--- config.mk ---
export PLATFORM = sky130hd
export DESIGN_NAME = gpal_top
export DESIGN_NICKNAME = d
export VERILOG_FILES = /design/src/gpal_pkg.sv /design/src/gpal_key_if.sv /design/src/gpal_keysync.sv /design/src/gpal_tick.sv /design/src/gpal_top.sv
export SDC_FILE = /design/constraint.sdc
export NUM_CORES = 1
export LEC_CHECK = 0
export BUFFER_PORTS_ARGS = -buffer_cell sky130_fd_sc_hd__clkbuf_2
export CAP_MARGIN = 20
export CORE_UTILIZATION = 34
export DETAILED_ROUTE_END_ITERATION = 8
export GPL_ROUTABILITY_DRIVEN = 0
export HOLD_SLACK_MARGIN = 0.12
export PLACE_DENSITY_LB_ADDON = 0.2
export RECOVER_POWER = 25
export SLEW_MARGIN = 10
export SYNTH_ARGS = -nofsm -noshare
export SYNTH_HDL_FRONTEND = slang
export SYNTH_SLANG_ARGS = --single-unit
--- constraint.sdc ---
create_clock -name i_clk_sys -period 3.05 [get_ports i_clk_sys]
set_input_delay 0.4575 -clock i_clk_sys [delete_from_list [all_inputs] [get_ports i_clk_sys]]
set_output_delay 0.4575 -clock i_clk_sys [all_outputs]
set_load 0.02 [all_outputs]
--- src/gpal_pkg.sv ---
package gpal_pkg;

    ////////////////////////////////////////////////////////////////////////
    // Clock and timing
    localparam int CLK_HZ          = 125_000_000;
    localparam int MS_TICK_NS      = 1_000_000;
    localparam int MS_TICK_CYC     = MS_TICK_NS / 1000 * (CLK_HZ / 1_000_000);
    localparam int BLINK_HALF_MS   = 333;
    localparam int ARROW_WAIT_S    = 3;
    localparam int ARROW_WAIT_MS   = ARROW_WAIT_S * 1000;
    localparam int MS_CNT_W        = 12;

    ////////////////////////////////////////////////////////////////////////
    // Panel and history
    localparam int NUM_KEYS        = 5;
    localparam int KEY_START       = 0;
    localparam int KEY_MODE        = 1;
    localparam int KEY_STOP        = 2;
    localparam int KEY_UP          = 3;
    localparam int KEY_DOWN        = 4;
    localparam int HIST_DEPTH      = 10;
    localparam int HIST_VIEW       = 4;
    localparam int DISP_W          = 128;
    localparam int DISP_H          = 64;
    localparam int SYM_SIZE        = 8;
    localparam int NUM_SCREENS     = 4;
    localparam logic [1:0] SCR_HIST = 2'h3;
    localparam logic       AUTO_RST = 1'h0;

    typedef enum logic [1:0] {
        GPAL_REC_EVENT = 2'h0,
        GPAL_REC_WARN  = 2'h1,
        GPAL_REC_SHUT  = 2'h2,
        GPAL_REC_ECU   = 2'h3
    } gpal_rec_kind_t;

    typedef struct packed {
        gpal_rec_kind_t kind;
        logic           negative;
        logic           confirmed;
        logic [7:0]     code;
        logic [18:0]    spn;
        logic [15:0]    hours;
    } gpal_rec_t;

endpackage

--- src/gpal_key_if.sv ---
`timescale 1ns/100ps
interface gpal_key_if #(parameter int N = 5);
    logic [N-1:0] press;
    logic [N-1:0] held;
    modport src (output press, output held);
    modport dst (input press, input held);
endinterface

--- src/gpal_keysync.sv ---
`timescale 1ns/100ps
module gpal_keysync
    import gpal_pkg::*;
#(
    parameter int N = NUM_KEYS
) (
    input  wire logic         i_clk_sys,
    input  wire logic         i_reset,
    input  wire logic [N-1:0] i_keys,
    gpal_key_if.src           keys
);

    logic [N-1:0] s1_q;
    logic [N-1:0] s2_q;
    logic [N-1:0] s3_q;
    logic [N-1:0] held_q;
    logic [N-1:0] press_q;

    // First stage is read only by the second stage
    always_ff @(posedge i_clk_sys) begin
        if (i_reset) begin
            s1_q <= '0;
            s2_q <= '0;
            s3_q <= '0;
        end else begin
            s1_q <= i_keys;
            s2_q <= s1_q;
            s3_q <= s2_q;
        end
    end

    // A level counts once stages two and three agree
    always_ff @(posedge i_clk_sys) begin
        if (i_reset) begin
            held_q  <= '0;
            press_q <= '0;
        end else begin
            for (int i = 0; i < N; i++) begin
                if (s2_q[i] == s3_q[i]) begin
                    held_q[i] <= s3_q[i];
                end
            end
            press_q <= (s2_q & s3_q) & ~held_q;
        end
    end

    assign keys.press = press_q;
    assign keys.held  = held_q;

endmodule

--- src/gpal_tick.sv ---
`timescale 1ns/100ps
module gpal_tick
    import gpal_pkg::*;
#(
    parameter int MS_CYC = MS_TICK_CYC
) (
    input  wire logic i_clk_sys,
    input  wire logic i_reset,
    output logic      o_ms,
    output logic      o_blink
);

    logic [31:0]       div_q;
    logic [MS_CNT_W-1:0] half_q;

    always_ff @(posedge i_clk_sys) begin
        if (i_reset) begin
            div_q <= '0;
            o_ms  <= 1'b0;
        end else if (div_q == 32'(MS_CYC - 1)) begin
            div_q <= '0;
            o_ms  <= 1'b1;
        end else begin
            div_q <= div_q + 32'h1;
            o_ms  <= 1'b0;
        end
    end

    // One common phase so every lamp and symbol blinks in step
    always_ff @(posedge i_clk_sys) begin
        if (i_reset) begin
            half_q  <= '0;
            o_blink <= 1'b0;
        end else if (o_ms) begin
            if (half_q == MS_CNT_W'(BLINK_HALF_MS - 1)) begin
                half_q  <= '0;
                o_blink <= ~o_blink;
            end else begin
                half_q <= half_q + MS_CNT_W'(1);
            end
        end
    end

endmodule

--- src/gpal_top.sv ---
`timescale 1ns/100ps
// Notes on behaviour
// - Start key starts engine in manual only; commits setup changes
// - Mode key toggles between automatic and manual each press outside setup
// - Stop stops running engine in manual; cancels setup; confirms alarms
// - Up and down keys move screens or entries, or change edited values
// - Engine lamp blinks when starting, cooling, stopping; steady running
// - Mode lamp lit in automatic, dark in manual
// - Alarm lamp blinks on active alarms; steady once shutdown confirmed
// - History holds ten records; four shown at once, newest first
// - Scrolling to older records allowed only three seconds after entry
// - Every logged event carries the running-hours count
// - New warning closes alarm relay, blinks lamp and symbol, logs it
// - Confirming an active warning has no effect
// - Cleared warning opens relay, stops blinking, drops warning symbol
// - Shutdown drops breaker, crank, preheat, fuel; sets halt and relay
// - Start inhibited while any shutdown active or unconfirmed
// - Active unconfirmed shutdown blinks, logs negative; stop key confirms
// - Confirmed shutdown: steady lamp, record confirmed, relay open
// - Cleared unconfirmed shutdown keeps relay closed and lamp blinking
// - Start permitted only when all shutdowns inactive and confirmed
// - Engine unit diagnostics logged with their SPN and FMI values
// - Graphic display is monochrome, 128 by 64 pixels
// - General warning symbol in upper right while any alarm present
module gpal_top
    import gpal_pkg::*;
#(
    parameter int NW     = 8,
    parameter int NS     = 8,
    parameter int MS_CYC = MS_TICK_CYC
) (
    input  wire logic              i_clk_sys,
    input  wire logic              i_reset,
    input  wire logic [NUM_KEYS-1:0] i_keys,
    input  wire logic              i_setup_mode,
    input  wire logic              i_eng_starting,
    input  wire logic              i_eng_cooling,
    input  wire logic              i_eng_stopping,
    input  wire logic              i_eng_running,
    input  wire logic [NW-1:0]     i_warn_active,
    input  wire logic [NS-1:0]     i_shut_active,
    input  wire logic              i_event_valid,
    input  wire logic [7:0]        i_event_code,
    input  wire logic              i_ecu_valid,
    input  wire logic [18:0]       i_ecu_spn,
    input  wire logic [4:0]        i_ecu_fmi,
    input  wire logic [15:0]       i_run_hours,
    input  wire logic              i_gen_breaker_req,
    input  wire logic              i_cranking_req,
    input  wire logic              i_preheat_req,
    input  wire logic              i_fuel_valve_req,
    input  wire logic              i_engine_halt_req,
    input  wire logic [1:0]        i_hist_row,
    output logic                   o_auto_mode,
    output logic                   o_start_req,
    output logic                   o_stop_req,
    output logic                   o_setup_commit,
    output logic                   o_setup_cancel,
    output logic                   o_value_inc,
    output logic                   o_value_dec,
    output logic [1:0]             o_screen,
    output logic [3:0]             o_hist_top,
    output logic [3:0]             o_hist_count,
    output logic                   o_arrow_lit,
    output gpal_rec_t              o_hist_rec,
    output logic                   o_lamp_engine,
    output logic                   o_lamp_mode,
    output logic                   o_lamp_alarm,
    output logic                   o_sym_general,
    output logic                   o_sym_warn,
    output logic                   o_sym_shut,
    output logic [6:0]             o_sym_x,
    output logic [5:0]             o_sym_y,
    output logic                   o_start_inhibit,
    output logic                   o_alarm_relay_out,
    output logic                   o_gen_breaker_out,
    output logic                   o_cranking_out,
    output logic                   o_preheat_out,
    output logic                   o_fuel_valve_out,
    output logic                   o_engine_halt_out
);

    ////////////////////////////////////////////////////////////////////////
    // Helpers

    function automatic logic [7:0] low_index(input logic [31:0] v);
        logic [7:0] r;
        r = 8'h0;
        for (int i = 31; i >= 0; i--) begin
            if (v[i]) begin
                r = 8'(i);
            end
        end
        return r;
    endfunction

    function automatic logic [31:0] low_onehot(input logic [31:0] v);
        return v & (~v + 32'h1);
    endfunction

    ////////////////////////////////////////////////////////////////////////
    // Keys and time base

    gpal_key_if #(.N(NUM_KEYS)) key_bus ();

    gpal_keysync #(.N(NUM_KEYS)) u_keys (
        .i_clk_sys (i_clk_sys),
        .i_reset   (i_reset),
        .i_keys    (i_keys),
        .keys      (key_bus.src)
    );

    logic ms_tick;
    logic blink;

    gpal_tick #(.MS_CYC(MS_CYC)) u_tick (
        .i_clk_sys (i_clk_sys),
        .i_reset   (i_reset),
        .o_ms      (ms_tick),
        .o_blink   (blink)
    );

    logic [NUM_KEYS-1:0] press;
    assign press = key_bus.press;

    ////////////////////////////////////////////////////////////////////////
    // Alarm state

    logic [NW-1:0] warn_prev_q;
    logic [NS-1:0] shut_prev_q;
    logic [NS-1:0] shut_unconf_q;
    logic [NW-1:0] warn_rise;
    logic [NS-1:0] shut_rise;
    logic          confirm;
    logic          any_warn;
    logic          any_shut;
    logic          any_unconf;
    logic          inhibit;

    assign warn_rise  = i_warn_active & ~warn_prev_q;
    assign shut_rise  = i_shut_active & ~shut_prev_q;
    assign any_warn   = |i_warn_active;
    assign any_shut   = |i_shut_active;
    assign any_unconf = |shut_unconf_q;
    assign confirm    = press[KEY_STOP] & ~i_setup_mode;
    assign inhibit    = any_shut | any_unconf;

    always_ff @(posedge i_clk_sys) begin
        if (i_reset) begin
            warn_prev_q <= '0;
            shut_prev_q <= '0;
        end else begin
            warn_prev_q <= i_warn_active;
            shut_prev_q <= i_shut_active;
        end
    end

    // stop confirms; a new shutdown wins over the clear
    always_ff @(posedge i_clk_sys) begin
        if (i_reset) begin
            shut_unconf_q <= '0;
        end else begin
            shut_unconf_q <= (confirm ? '0 : shut_unconf_q) | shut_rise;
        end
    end

    ////////////////////////////////////////////////////////////////////////
    // Operating mode and key actions

    logic auto_q;
    logic engine_busy;
    assign engine_busy = i_eng_running | i_eng_starting | i_eng_cooling;

    always_ff @(posedge i_clk_sys) begin
        if (i_reset) begin
            auto_q <= AUTO_RST;
        end else if (press[KEY_MODE] && !i_setup_mode) begin
            auto_q <= ~auto_q;
        end
    end

    always_ff @(posedge i_clk_sys) begin
        if (i_reset) begin
            o_start_req    <= 1'b0;
            o_stop_req     <= 1'b0;
            o_setup_commit <= 1'b0;
            o_setup_cancel <= 1'b0;
            o_value_inc    <= 1'b0;
            o_value_dec    <= 1'b0;
        end else begin
            o_setup_commit <= press[KEY_START] & i_setup_mode;
            // start only with no shutdown pending
            o_start_req    <= press[KEY_START] & ~i_setup_mode & ~auto_q
                              & ~inhibit;
            o_setup_cancel <= press[KEY_STOP] & i_setup_mode;
            o_stop_req     <= press[KEY_STOP] & ~i_setup_mode & ~auto_q
                              & engine_busy;
            o_value_inc    <= press[KEY_UP] & i_setup_mode;
            o_value_dec    <= press[KEY_DOWN] & i_setup_mode;
        end
    end

    ////////////////////////////////////////////////////////////////////////
    // Screens and history view

    logic [1:0]          screen_q;
    logic [3:0]          top_q;
    logic [3:0]          count_q;
    logic [MS_CNT_W-1:0] arrow_ms_q;
    logic                arrow_done;
    logic                nav_up;
    logic                nav_dn;

    assign arrow_done = (arrow_ms_q == MS_CNT_W'(ARROW_WAIT_MS));
    assign nav_up     = press[KEY_UP] & ~i_setup_mode;
    assign nav_dn     = press[KEY_DOWN] & ~i_setup_mode;

    always_ff @(posedge i_clk_sys) begin
        if (i_reset) begin
            screen_q <= 2'h0;
            top_q    <= 4'h0;
        end else if (screen_q != SCR_HIST) begin
            if (nav_dn) begin
                screen_q <= screen_q + 2'h1;
                top_q    <= 4'h0;
            end else if (nav_up && screen_q != 2'h0) begin
                screen_q <= screen_q - 2'h1;
            end
        end else if (nav_up) begin
            if (top_q == 4'h0) begin
                screen_q <= screen_q - 2'h1;
            end else begin
                top_q <= top_q - 4'h1;
            end
        end else if (nav_dn && arrow_done
                     && count_q > top_q + 4'(HIST_VIEW)) begin
            top_q <= top_q + 4'h1;
        end
    end

    always_ff @(posedge i_clk_sys) begin
        if (i_reset || screen_q != SCR_HIST) begin
            arrow_ms_q <= '0;
        end else if (ms_tick && !arrow_done) begin
            arrow_ms_q <= arrow_ms_q + MS_CNT_W'(1);
        end
    end

    ////////////////////////////////////////////////////////////////////////
    // History log

    gpal_rec_t     hist_q [HIST_DEPTH];
    gpal_rec_t     new_rec;
    logic          log_en;
    logic [NW-1:0] warn_pend_q;
    logic [NS-1:0] shut_pend_q;
    logic          ev_pend_q;
    logic [7:0]    ev_code_q;
    logic          ecu_pend_q;
    logic [18:0]   ecu_spn_q;
    logic [4:0]    ecu_fmi_q;
    logic [NW-1:0] warn_take;
    logic [NS-1:0] shut_take;
    logic          warn_take_used;
    logic          shut_take_used;
    logic          ev_take;
    logic          ecu_take;

    assign warn_take = NW'(low_onehot(32'(warn_pend_q)));
    assign shut_take = NS'(low_onehot(32'(shut_pend_q)));

    // Shutdowns log first, so one cycle of many alarms loses none
    always_comb begin
        new_rec           = '0;
        new_rec.hours     = i_run_hours;
        warn_take_used    = 1'b0;
        shut_take_used    = 1'b0;
        ev_take           = 1'b0;
        ecu_take          = 1'b0;
        log_en            = 1'b1;
        if (|shut_pend_q) begin
            new_rec.kind     = GPAL_REC_SHUT;
            new_rec.negative = 1'b1;
            new_rec.code     = low_index(32'(shut_pend_q));
            shut_take_used   = 1'b1;
        end else if (|warn_pend_q) begin
            new_rec.kind     = GPAL_REC_WARN;
            new_rec.code     = low_index(32'(warn_pend_q));
            warn_take_used   = 1'b1;
        end else if (ecu_pend_q) begin
            new_rec.kind     = GPAL_REC_ECU;
            new_rec.code     = {3'h0, ecu_fmi_q};
            new_rec.spn      = ecu_spn_q;
            ecu_take         = 1'b1;
        end else if (ev_pend_q) begin
            new_rec.kind     = GPAL_REC_EVENT;
            new_rec.code     = ev_code_q;
            ev_take          = 1'b1;
        end else begin
            log_en           = 1'b0;
        end
    end

    // Pending flags: a new arrival wins over the take
    always_ff @(posedge i_clk_sys) begin
        if (i_reset) begin
            warn_pend_q <= '0;
            shut_pend_q <= '0;
            ev_pend_q   <= 1'b0;
            ecu_pend_q  <= 1'b0;
            ev_code_q   <= 8'h0;
            ecu_spn_q   <= 19'h0;
            ecu_fmi_q   <= 5'h0;
        end else begin
            warn_pend_q <= (warn_pend_q & ~(warn_take_used ? warn_take : '0))
                           | warn_rise;
            shut_pend_q <= (shut_pend_q & ~(shut_take_used ? shut_take : '0))
                           | shut_rise;
            ev_pend_q   <= (ev_pend_q & ~ev_take) | i_event_valid;
            ecu_pend_q  <= (ecu_pend_q & ~ecu_take) | i_ecu_valid;
            if (i_event_valid) begin
                ev_code_q <= i_event_code;
            end
            if (i_ecu_valid) begin
                ecu_spn_q <= i_ecu_spn;
                ecu_fmi_q <= i_ecu_fmi;
            end
        end
    end

    // ten deep, newest at index zero
    always_ff @(posedge i_clk_sys) begin
        if (i_reset) begin
            for (int i = 0; i < HIST_DEPTH; i++) begin
                hist_q[i] <= '0;
            end
            count_q <= 4'h0;
        end else begin
            for (int i = 0; i < HIST_DEPTH; i++) begin
                gpal_rec_t r;
                r = (log_en && i > 0) ? hist_q[i-1] : hist_q[i];
                if (log_en && i == 0) begin
                    r = new_rec;
                end
                if (confirm && r.kind == GPAL_REC_SHUT && r.negative
                    && !(log_en && i == 0)) begin
                    r.confirmed = 1'b1;
                end
                hist_q[i] <= r;
            end
            if (log_en && count_q != 4'(HIST_DEPTH)) begin
                count_q <= count_q + 4'h1;
            end
        end
    end

    ////////////////////////////////////////////////////////////////////////
    // Lamps, symbols and outputs

    logic [4:0] row_idx;
    assign row_idx = 5'(top_q) + 5'(i_hist_row);

    // four rows from the view top
    always_ff @(posedge i_clk_sys) begin
        if (i_reset) begin
            o_hist_rec <= '0;
        end else if (row_idx < 5'(HIST_DEPTH)) begin
            o_hist_rec <= hist_q[row_idx[3:0]];
        end else begin
            o_hist_rec <= '0;
        end
    end

    always_ff @(posedge i_clk_sys) begin
        if (i_reset) begin
            o_screen     <= 2'h0;
            o_hist_top   <= 4'h0;
            o_hist_count <= 4'h0;
            o_arrow_lit  <= 1'b0;
            o_auto_mode  <= AUTO_RST;
            o_lamp_mode  <= 1'b0;
            o_sym_x      <= 7'h0;
            o_sym_y      <= 6'h0;
        end else begin
            o_screen     <= screen_q;
            o_hist_top   <= top_q;
            o_hist_count <= count_q;
            o_arrow_lit  <= arrow_done | blink;
            o_auto_mode  <= auto_q;
            o_lamp_mode  <= auto_q;
            o_sym_x      <= 7'(DISP_W - SYM_SIZE);
            o_sym_y      <= 6'(DISP_H - DISP_H);
        end
    end

    always_ff @(posedge i_clk_sys) begin
        if (i_reset) begin
            o_lamp_engine <= 1'b0;
            o_lamp_alarm  <= 1'b0;
            o_sym_general <= 1'b0;
            o_sym_warn    <= 1'b0;
            o_sym_shut    <= 1'b0;
        end else begin
            if (i_eng_starting || i_eng_cooling || i_eng_stopping) begin
                o_lamp_engine <= blink;
            end else begin
                o_lamp_engine <= i_eng_running;
            end
            if (any_warn || any_unconf) begin
                o_lamp_alarm <= blink;
            end else begin
                o_lamp_alarm <= any_shut;
            end
            o_sym_general <= any_warn | any_shut | any_unconf;
            o_sym_warn    <= any_warn & blink;
            o_sym_shut    <= any_unconf & blink;
        end
    end

    logic halt;
    assign halt = inhibit;

    always_ff @(posedge i_clk_sys) begin
        if (i_reset) begin
            o_start_inhibit   <= 1'b0;
            o_alarm_relay_out <= 1'b0;
            o_gen_breaker_out <= 1'b0;
            o_cranking_out    <= 1'b0;
            o_preheat_out     <= 1'b0;
            o_fuel_valve_out  <= 1'b0;
            o_engine_halt_out <= 1'b0;
        end else begin
            o_start_inhibit   <= inhibit;
            o_alarm_relay_out <= any_warn | any_unconf | (|shut_rise);
            // shutdown drops drives and energises halt
            o_gen_breaker_out <= i_gen_breaker_req & ~halt & ~(|shut_rise);
            o_cranking_out    <= i_cranking_req & ~halt & ~(|shut_rise);
            o_preheat_out     <= i_preheat_req & ~halt & ~(|shut_rise);
            o_fuel_valve_out  <= i_fuel_valve_req & ~halt & ~(|shut_rise);
            o_engine_halt_out <= i_engine_halt_req | halt | (|shut_rise);
        end
    end

endmodule

==> results of run 1 <==
worst max-delay path, cell delays in order, from the launching register on:
cell	delay, ns
dfxtp_1	0.40
ha_4	0.21
fa_4	0.97
buf_12	0.22
mux4_2	0.52
mux2i_1	0.13
a211oi_1	0.09
where the power goes:
part           switching [mW]  leakage, nW  internal (mW)
Sequential              0.126         5.80           9.51
Clock                    3.92         1.35           6.09
Combinational           0.538         4.51          0.396
per-layer routing:
metal	vias up	track usage, %	part of all wire (%)
li1	11300	-	-
met1	10500	22.4	48
met2	282	26.7	47
met3	101	2.33	2.8
met4	0	5.56	2.6
met5	-	0	0
logic make-up (layout without fill, tap and decap cells):
logic type	after synthesis	count (layout)	share of synthesized area, %
AOI/OAI and AO/OA	647	647	12.6
buffers and inverters	279	470	4.68
muxes	188	188	10.6
DFF	716	716	49.5
and+or+nand+nor	1343	1343	19.9
adders and majority gates	26	26	1.18
xor gates and xnor gates	52	52	1.57
other	1	9	0.0130
metrics by stage:
stage               total power, mW  worst slack (ns)  util, %  cells
detailed placement             10.7             0.156     36.8   4366
floorplan                      10.4             0.500        -   3260
global route                   21.4             0.183     40.8   4585
finish                         20.6             0.340     40.8   4585
CTS                            20.9             0.308     40.9   4585
global placement               10.7             0.180     36.8   4366
cell usage after synthesis, types with 14 or more instances:
cell and n:
a211oi_1 100, clkbuf_1 134, a22o_1 19, inv_1 29, nor3_1 37, nor4_1 17
nor2_1 153, buf_6 18, buf_1 14, dfxtp_1 716, xor2_1 29, nand3_1 33
buf_2 57, ha_1 24, mux2i_1 94, xnor2_1 23, buf_4 27, a21oi_1 480
nand2_1 911, nor2b_1 98, nand4_1 17, mux4_2 94, o21ai_0 22
layout make-up:
cell class              instances  area (um2)  area share [%]
well taps                    1134        1420            4.15
multi-input cells            2265       13300            39.0
inverters                      29         109           0.318
repair buffers                295        2270            6.63
clock inverters                26         358            1.05
flip-flops and latches        716       14300            41.9
clock buffers                 120        2390            6.98
worst max-delay path by stage:
stage                        start              to  slack [ns]  depth (start not counted)
floorplan            i_hist_row[0]  o_hist_rec[31]        0.50                          8
global placement     i_hist_row[0]  o_hist_rec[33]        0.18                          7
detailed placement   i_hist_row[0]  o_hist_rec[11]        0.16                          7
CTS                       top_q[0]  o_hist_rec[11]        0.31                          6
global route        shut_pend_q[0]    hist_q[9][7]        0.18                          8
finish                    top_q[0]  o_hist_rec[11]        0.34                          6
flip-flops by register name, summed over array words and instances, names as in the netlist, 8 cells and up:
name and count:
shut_pend_q 8, warn_pend_q 8, arrow_ms_q 12, hist_q 470, u_tick.div_q 32, warn_prev_q 8
o_hist_rec 47, shut_unconf_q 8, ecu_spn_q 19, ev_code_q 8, u_tick.half_q 12, shut_prev_q 8
==> key figures, run 1 <==
Die
  – Die H: 294 um
  – Die Span X: 294 um
  – Initial Utilization: 34.5%
  – Core footprint: 84000 um2
  – Placement row count: 106
  – Die area: 86300 um2
  – Num ports: 176

STA
  – Tightest Pin Transition: 1.56 ns
  – Hold_ws: 0.139 ns
  – Min Tclk post-route: 2.71 ns
  – Slew HR: -3.77%
  – Fmax: 369 MHz
  – Fin crit share: 88.8%
  – RSZ-0062 raised after global routing: no
  – Setup TNS Final: 0 ns
  – Setup Skew: 0.0209 ns
  – Final setup fails: 0
  – Final Hold Viols: 0
  – Fin. max-slew vios: 62

CTS
  – CTS tree: done
  – Hold Buf Count CTS: 73
  – CTS Buffer Depth: 3
  – Worst-path clk slew: 0.06 ns
  – CTS buffer count: 82
  – Clock Latency Late Sink: 0.63 ns
  – Clk sinks: 716
  – CTS root buf: clkbuf_16
  – CTS H-tree lvls: 3
  – Post-CTS setup buffers: 0
  – CTS resizes: 0

Final layout
  – Commonest non-fill, non-tap cell in the layout: nand2_1
  – Design Area, Final: 34200 um2
  – FILL cells: 8369
  – Ant diodes: 0
  – Area delta synth->final: 18.3%
  – Most frequent cells in the layout: 911 x nand2_1, 716 x dfxtp_1, 480 x a21oi_1, 153 x nor2_1, 100 x a211oi_1
  – Post-layout nets: 3500
  – Share of layout cells above drive strength 1: 11.1%

Route
  – Initial drt markers: 1262
  – DRT Pass-1 Iters: 4
  – Routed WL: 71.3 mm
  – Routed wire per std cell: 15.5 um
  – Vias: 22200
  – DRC violations left: 0
  – DRT antenna net count: 0
  – Avg Vias per Cell: 4.85

Place
  – IO Port Bufs: 166
  – Placed cell area: 30900 um2
  – Detail Placement HPWL: 43.2 mm

Yosys
  – Commonest register cell after synthesis: dfxtp_1
  – Synth Area per Inst: 8.90 um2
  – Asr flop ratio synth: 0%
  – Largest area contributor in the netlist: dfxtp_1
  – Largest cells by area after synthesis: dfxtp_1 50%, nand2_1 12%, a21oi_1 8.3%, mux4_2 7.3%, mux2i_1 3.3%
  – Synth unique cells: 60
  – Cell Area, Synth: 28900 um2
  – Cell count after synthesis: 3252
  – Synth warn: 0
  – Yosys reg bits: 716
  – EDFF count, synth: 0
  – Post-synthesis sequential area ratio: 49.5%
  – Proportion of netlist area held by the largest area contributor: 49.5%

GRT
  – GRT Util Overall: 16.5%
  – Congestion Overflow GR: 0
  – Wire length of the first global-routing pass: 116 mm
  – Largest net degree at the start of global routing: 162
  – Initial antenna violation count: 1
  – Vias in the first global route: 20900

Run
  – Max Cap Viol: 1

Worst setup path
  – Worst EP arrival: 3.19 ns
  – Worst EP required: 3.53 ns
  – R2R setup slack: 0.34 ns
  – Crit path kind: reg -> reg
  – CP startpoint kind: register
  – Maximum fanout along the worst path: 15
  – Worst setup EP type: register
  – RR Startpoint: top_q[0]
  – Reg2Reg Capture Point: o_hist_rec[11]
  – Path depth of the worst reg2reg path: 6

Hold path
  – WHS Endpoint: ev_code_q[6]
  – Worst Hold Depth: 3
  – Type of the most critical hold path: in -> reg
  – Hold path start: i_event_code[6]

Power and ir drop
  – Pwr dens: 602 nW/um2
  – Leak: 11.7 nW
  – Peak VDD IR: 0.000331 V

Status
  – Status: finished, violations left
  – Violated checks: capacitance limit, slew limit
(Power assumes the default switching activity.)
==> run 2, diff against run 1 <==
CORE_UTILIZATION = 40   (was 34)
==> run 2 against run 1 <==
  * The run still ends with capacitance limit, slew limit left
  * Total power decreased by 2.0%
  * Clock power fell by 4%
  * Cell count decreased by 4.3%
  * Critical path depth grew 1
  * Non-clock buffer count shrank 5
  * Critical path type unchanged
  * Largest cell class unchanged
  * Highest routed layer unchanged
==> key figures, run 2 (synthesis results as in run 1) <==
STA
  – Final Hold Viols: 0 (unchanged)
  – RSZ-0062 raised after global routing: no (unchanged)
  – Setup Skew: 0.0241 ns (was 0.0209 ns)
  – Slew HR: -72.6% (was -3.77%)
  – Fmax: 368 MHz (was 369 MHz)
  – Final setup fails: 0 (unchanged)
  – Fin crit share: 89.1% (was 88.8%)
  – Min Tclk post-route: 2.72 ns (was 2.71 ns)
  – Setup TNS Final: 0 ns (unchanged)
  – Fin. max-slew vios: 242 (was 62)
  – Tightest Pin Transition: 2.59 ns (was 1.56 ns)
  – Post-route setup slack: 0.334 ns (was 0.340 ns)
  – Hold_ws: 0.150 ns (was 0.139 ns)

Power and ir drop
  – Leak: 11.5 nW (was 11.7 nW)
  – Cell internal pwr: 15.8 mW (was 16.0 mW)
  – Pwr dens: 597 nW/um2 (was 602 nW/um2)
  – Total power: 20.2 mW (was 20.6 mW)
  – Sw Share: 21.8% (was 22.3%)
  – Clock Power Share: 47.7% (was 48.6%)
  – Switching component of the power: 4.40 mW (was 4.58 mW)
  – Comb power frac: 4.5% (about the same)
  – Peak VDD IR: 0.000394 V (was 0.000331 V)
  – Flop pwr share: 47.8% (was 46.8%)

Worst setup path
  – CP max-delay cell: fa_4 (unchanged)
  – Path depth of the worst reg2reg path: 7 (was 6)
  – Worst EP required: 3.52 ns (was 3.53 ns)
  – Worst EP arrival: 3.19 ns (about the same)
  – Buf/Inv on CP: 2 (was 1)
  – Crit path max-delay family: adder cells (unchanged)
  – Levels on crit path: 7 (was 6)
  – Maximum fanout along the worst path: 40 (was 15)
  – Worst setup EP type: register (unchanged)
  – CP startpoint kind: register (unchanged)
  – Cells along the critical path: ha_4 > fa_4 > buf_12 > buf_4 > mux4_2 > mux2i_1 > a211oi_1 (was ha_4 > fa_4 > buf_12 > mux4_2 > mux2i_1 > a211oi_1)
  – Slowest stage delay, CP: 0.84 ns (was 0.97 ns)
  – Crit path kind: reg -> reg (unchanged)

GRT
  – Wire length of the first global-routing pass: 111 mm (was 116 mm)
  – Largest net degree at the start of global routing: 124 (was 162)
  – Vias in the first global route: 20800 (was 20900)
  – Initial antenna violation count: 0 (was 1)
  – GRT Util Overall: 18.3% (was 16.5%)
  – Congestion Overflow GR: 0 (unchanged)

Die
  – Placement row count: 98 (was 106)
  – Core footprint: 71500 um2 (was 84000 um2)
  – Num ports: 176 (unchanged)
  – Die area: 73400 um2 (was 86300 um2)
  – Die Span X: 271 um (was 294 um)
  – Die H: 271 um (was 294 um)
  – Initial Utilization: 40.5% (was 34.5%)

Final layout
  – Area delta synth->final: 16.7% (was 18.3%)
  – Final Core Density: 47.2% (was 40.8%)
  – Design Area, Final: 33800 um2 (was 34200 um2)
  – Top reg by flops: hist_q (unchanged)
  – FILL cells: 6771 (was 8369)
  – Post-layout nets: 3493 (was 3500)
  – Commonest non-fill, non-tap cell in the layout: nand2_1 (unchanged)
  – Share of layout cells above drive strength 1: 10.6% (was 11.1%)
  – Biggest regs: hist_q x470, o_hist_rec x47, u_tick.div_q x32 (unchanged)
  – Max reg flops: 470 (unchanged)
  – Ant diodes: 0 (unchanged)
  – Cell Count, Final, Fillers Out: 4388 (was 4585)
  – Most frequent cells in the layout: 911 x nand2_1, 716 x dfxtp_1, 480 x a21oi_1, 153 x nor2_1, 104 x clkbuf_1 (was 911 x nand2_1, 716 x dfxtp_1, 480 x a21oi_1, 153 x nor2_1, 100 x a211oi_1)

Route
  – Routed wire per std cell: 15.4 um (was 15.5 um)
  – Initial drt markers: 1658 (was 1262)
  – DRT Pass-1 Iters: 5 (was 4)
  – Avg Vias per Cell: 5.03 (was 4.85)
  – DRT antenna net count: 0 (unchanged)
  – Routed WL: 67.7 mm (was 71.3 mm)
  – Vias: 22100 (was 22200)
  – DRC violations left: 0 (unchanged)

Run
  – Max Cap Viol: 4 (was 1)

Status
  – Status: finished, violations left (unchanged)
  – Violated checks: capacitance limit, slew limit (unchanged)

CTS
  – Clk sinks: 716 (unchanged)
  – CTS Buffer Depth: 3 (unchanged)
  – CTS tree: done (unchanged)
  – CTS H-tree lvls: 3 (unchanged)
  – CTS root buf: clkbuf_16 (unchanged)
  – Post-CTS setup buffers: 0 (unchanged)
  – Clock Latency Late Sink: 0.62 ns (was 0.63 ns)
  – CTS buffer count: 80 (was 82)
  – Worst-path clk slew: 0.06 ns (about the same)

Place
  – Placed cell area: 30600 um2 (was 30900 um2)
  – Place WS: 0.209 ns (was 0.156 ns)
  – IO Port Bufs: 166 (unchanged)
  – Detail Placement HPWL: 41.2 mm (was 43.2 mm)
  – Placed Cells: 4181 (was 4366)

Hold path
  – Worst Hold Depth: 3 (unchanged)
  – Type of the most critical hold path: in -> reg (unchanged)
[run 2: cell count changes in the layout (fill, tap and decap cells not counted), moves of 2 or more]
cell and delta:
clkbuf_1 +8, clkbuf_2 -7, clkinv_2 -4, dlygate4sd3_1 -4
buf_12 -3, and2_0 -2, and2_1 +2, clkbuf_16 -2
[run 2: cell type report]
type | instances | area (um2) | area share (%)
well taps | 950 | 1190 | 3.52
flip-flops and latches | 716 | 14300 | 42.4
repair buffers | 290 | 2170 | 6.44
multi-input cells | 2265 | 13300 | 39.5
clock inverters | 20 | 299 | 0.886
inverters | 29 | 109 | 0.322
clock buffers | 118 | 2340 | 6.92
[run 2: path summary, 6_finish.rpt]
check,from,end,slack [ns]
max,top_q[0],o_hist_rec[6],0.33
min,i_ecu_spn[0],ecu_spn_q[0],0.15
max reg2reg,top_q[0],o_hist_rec[6],0.33
min reg2reg,u_keys.keys.held[0],u_keys.keys.press[0],0.42
[run 2: power groups by stage]
stage / Combinational, mW / Clock [mW] / Sequential (mW)
6_report: 0.908 / 9.63 / 9.63
5_1_grt: 1.01 / 10.3 / 9.64
4_1_cts: 0.933 / 9.92 / 9.63
3_5_place_dp: 0.861 / 0 / 9.84
3_3_place_gp: 0.852 / 0 / 9.84
2_1_floorplan: 0.581 / 0 / 9.81
[run 2: tightest hold or removal path, stage by stage]
cell and delay, ns:
clkbuf_2 0.12, mux2i_1 0.07, nor2_1 0.08
[run 2: routing by layer]
layer  global-route usage (%)  vias to the layer above  wire, um
met2                     29.6                      317     31800
met4                     5.69                        0      1510
li1                         -                    11300         -
met1                     25.2                    10400     32300
met5                        0                        -         0
met3                     2.46                       97      2120
[run 2: timing repair]
action                    4_1_cts  5_1_grt
hold buffers                   69        0
gates resized for setup         0        0
hold endpoints to repair       71        0
==> run 3, diff against run 2 <==
PLACE_DENSITY = 0.61   (was default)
PLACE_DENSITY_LB_ADDON = default   (was 0.2)
==> run 3 against run 2 <==
  * The run still ends with capacitance limit, slew limit left
  * Flip-flop and latch count unchanged
  * Routed wire length decreased by 1.6%
  * Global-route usage decreased by 0.25 points
  * First-iteration DRC count fell by 13%
  * Critical path depth decreased by 1
  * Critical path type unchanged
==> key figures, run 3 (synthesis results as in run 1) <==
Final layout
  – Share of layout cells above drive strength 1: 10.8% (was 10.6%)
  – Max reg flops: 470 (unchanged)
  – FILL cells: 6783 (was 6771)
  – Top reg by flops: hist_q (unchanged)
  – Post-layout nets: 3500 (was 3493)
  – Most frequent cells in the layout: 911 x nand2_1, 716 x dfxtp_1, 480 x a21oi_1, 153 x nor2_1, 104 x clkbuf_1 (unchanged)
  – Design Area, Final: 34000 um2 (was 33800 um2)
  – Final Core Density: 47.6% (was 47.2%)
  – Biggest regs: hist_q x470, o_hist_rec x47, u_tick.div_q x32 (unchanged)
  – Area delta synth->final: 17.5% (was 16.7%)
  – Commonest non-fill, non-tap cell in the layout: nand2_1 (unchanged)

Place
  – Placed cell area: 30700 um2 (was 30600 um2)
  – IO Port Bufs: 166 (unchanged)
  – Detail Placement HPWL: 40.6 mm (was 41.2 mm)

Hold path
  – Hold path start: i_ecu_fmi[3] (was i_ecu_spn[0])
  – Type of the most critical hold path: in -> reg (unchanged)

STA
  – Fin crit share: 87.0% (was 89.1%)
  – Final Hold Viols: 0 (unchanged)
  – Tightest Pin Transition: 1.74 ns (was 2.59 ns)
  – Slew HR: -16.3% (was -72.6%)
  – RSZ-0062 raised after global routing: no (unchanged)
  – Final setup fails: 0 (unchanged)
  – Fmax: 377 MHz (was 368 MHz)
  – Setup TNS Final: 0 ns (unchanged)
  – Fin. max-slew vios: 81 (was 242)
  – Setup Skew: 0.0198 ns (was 0.0241 ns)
  – Min Tclk post-route: 2.65 ns (was 2.72 ns)

Worst setup path
  – Crit path kind: reg -> reg (unchanged)
  – R2R setup slack: 0.40 ns (was 0.33 ns)
  – Maximum fanout along the worst path: 36 (was 40)
  – CP startpoint kind: register (unchanged)
  – Worst EP required: 3.55 ns (was 3.52 ns)
  – Worst EP arrival: 3.15 ns (was 3.19 ns)
  – Worst Setup EP: o_hist_rec[24] (was o_hist_rec[6])
  – RR Startpoint: top_q[0] (unchanged)
  – Worst setup EP type: register (unchanged)
  – Reg2Reg Capture Point: o_hist_rec[24] (was o_hist_rec[6])
  – Path depth of the worst reg2reg path: 6 (was 7)
  – Crit path launch: top_q[0] (unchanged)

Die
  – Die area: 73400 um2 (unchanged)
  – Die Span X: 271 um (unchanged)
  – Core footprint: 71500 um2 (unchanged)
  – Initial Utilization: 40.5% (unchanged)
  – Num ports: 176 (unchanged)
  – Placement row count: 98 (unchanged)
  – Die H: 271 um (unchanged)

Route
  – Avg Vias per Cell: 5.04 (was 5.03)
  – DRT Pass-1 Iters: 5 (unchanged)
  – DRT antenna net count: 0 (unchanged)
  – DRC violations left: 0 (unchanged)
  – Initial drt markers: 1439 (was 1658)
  – Vias: 22200 (was 22100)
  – Routed wire per std cell: 15.1 um (was 15.4 um)
  – Routed WL: 66.6 mm (was 67.7 mm)

Run
  – Max Cap Viol: 1 (was 4)

GRT
  – Wire length of the first global-routing pass: 110 mm (was 111 mm)
  – Congestion Overflow GR: 0 (unchanged)
  – GRT Util Overall: 18.1% (was 18.3%)
  – Initial antenna violation count: 1 (was 0)
  – Largest net degree at the start of global routing: 161 (was 124)
  – Vias in the first global route: 21000 (was 20800)

Power and ir drop
  – Comb power frac: 4.5% (about the same)
  – Flop pwr share: 47.0% (was 47.8%)
  – Pwr dens: 603 nW/um2 (was 597 nW/um2)
  – Clock Power Share: 48.5% (was 47.7%)
  – Peak VDD IR: 0.000463 V (was 0.000394 V)
  – Sw Share: 22.0% (was 21.8%)
  – Switching component of the power: 4.52 mW (was 4.40 mW)
  – Leak: 11.6 nW (was 11.5 nW)
  – Cell internal pwr: 16.0 mW (was 15.8 mW)

Status
  – Status: finished, violations left (unchanged)
  – Violated checks: capacitance limit, slew limit (unchanged)

CTS
  – CTS tree: done (unchanged)
  – CTS buffer count: 77 (was 80)
  – Clk sinks: 716 (unchanged)
  – CTS root buf: clkbuf_16 (unchanged)
  – CTS Buffer Depth: 3 (unchanged)
  – CTS H-tree lvls: 3 (unchanged)
  – Worst-path clk slew: 0.06 ns (about the same)
  – Clock Latency Late Sink: 0.62 ns (about the same)
## run 3: changes by cell type in the layout (fill, tap and decap cells not counted), sizes merged
| cell | delta |
|---|---|
| inv | +2 |
| clkinv | +5 |
| clkbuf | -8 |
| buf | +7 |
| dlygate4sd3 | +5 |
| bufinv | +3 |
| clkinvlp | -2 |
| diode | +1 |
## run 3: power groups by stage
| stage | Sequential [mW] | Combinational (mW) | Clock (mW) |
|---|---|---|---|
| after floorplan | 9.81 | 0.581 | 0 |
| after global placement | 9.84 | 0.855 | 0 |
| after detailed placement | 9.84 | 0.865 | 0 |
| after CTS | 9.63 | 0.943 | 10.2 |
| after global routing | 9.64 | 1.01 | 10.6 |
| final | 9.63 | 0.921 | 9.94 |
## run 3: timing repair
item                      CTS  global route
hold buffers               74             0
hold endpoints to repair   77             0
setup buffers               0             0
gates resized for setup     0             0
## run 3: routing by layer
layer  vias up  GRT usage [%]  share of wire (%)
met1     10500           24.4                 47
met2       295           29.5                 47
li1      11300              -                  -
met5         -              0                  0
met4         0           5.95                2.4
met3        89           2.64                3.3
## run 3: worst max-delay path, cell delays in order (launching register included)
cell and delay (ns):
dfxtp_1 0.41, ha_4 0.21, fa_4 0.84, buf_12 0.28, mux4_2 0.54, mux2i_1 0.15
a211oi_1 0.08
## run 3: layout make-up
| class | count | area, um2 | area share [%] |
|---|---|---|---|
| multi-input combinational | 2265 | 13300 | 39.2 |
| clock buffer | 112 | 2280 | 6.70 |
| timing repair buffer | 300 | 2290 | 6.73 |
| antenna | 1 | 2.50 | 0.00736 |
| inverter | 29 | 109 | 0.320 |
| tap | 950 | 1190 | 3.50 |
| sequential | 716 | 14300 | 42.2 |
| clock inverter | 28 | 462 | 1.36 |
## run 3: how the worst min path moves through the flow
stage / endpoint / slack [ns] / cells past startpoint
final: ecu_fmi_q[3] / 0.14 / 3
after global routing: ecu_fmi_q[3] / 0.15 / 3
after CTS: ecu_fmi_q[3] / 0.13 / 3
after detailed placement: u_keys.keys.press[1] / 0.41 / 1
after global placement: u_keys.keys.press[3] / 0.42 / 1
after floorplan: u_keys.keys.press[0] / 0.40 / 1
## run 3: per-stage QoR
step / instances / power, mW / hold slack [ns] / setup WS, ns
after global routing: 4401 / 21.3 / 0.152 / 0.200
after detailed placement: 4186 / 10.7 / 0.413 / 0.240
after CTS: 4400 / 20.8 / 0.134 / 0.373
final: 4401 / 20.5 / 0.138 / 0.395
after global placement: 4186 / 10.7 / 0.415 / 0.272
after floorplan: 3260 / 10.4 / 0.398 / 0.500
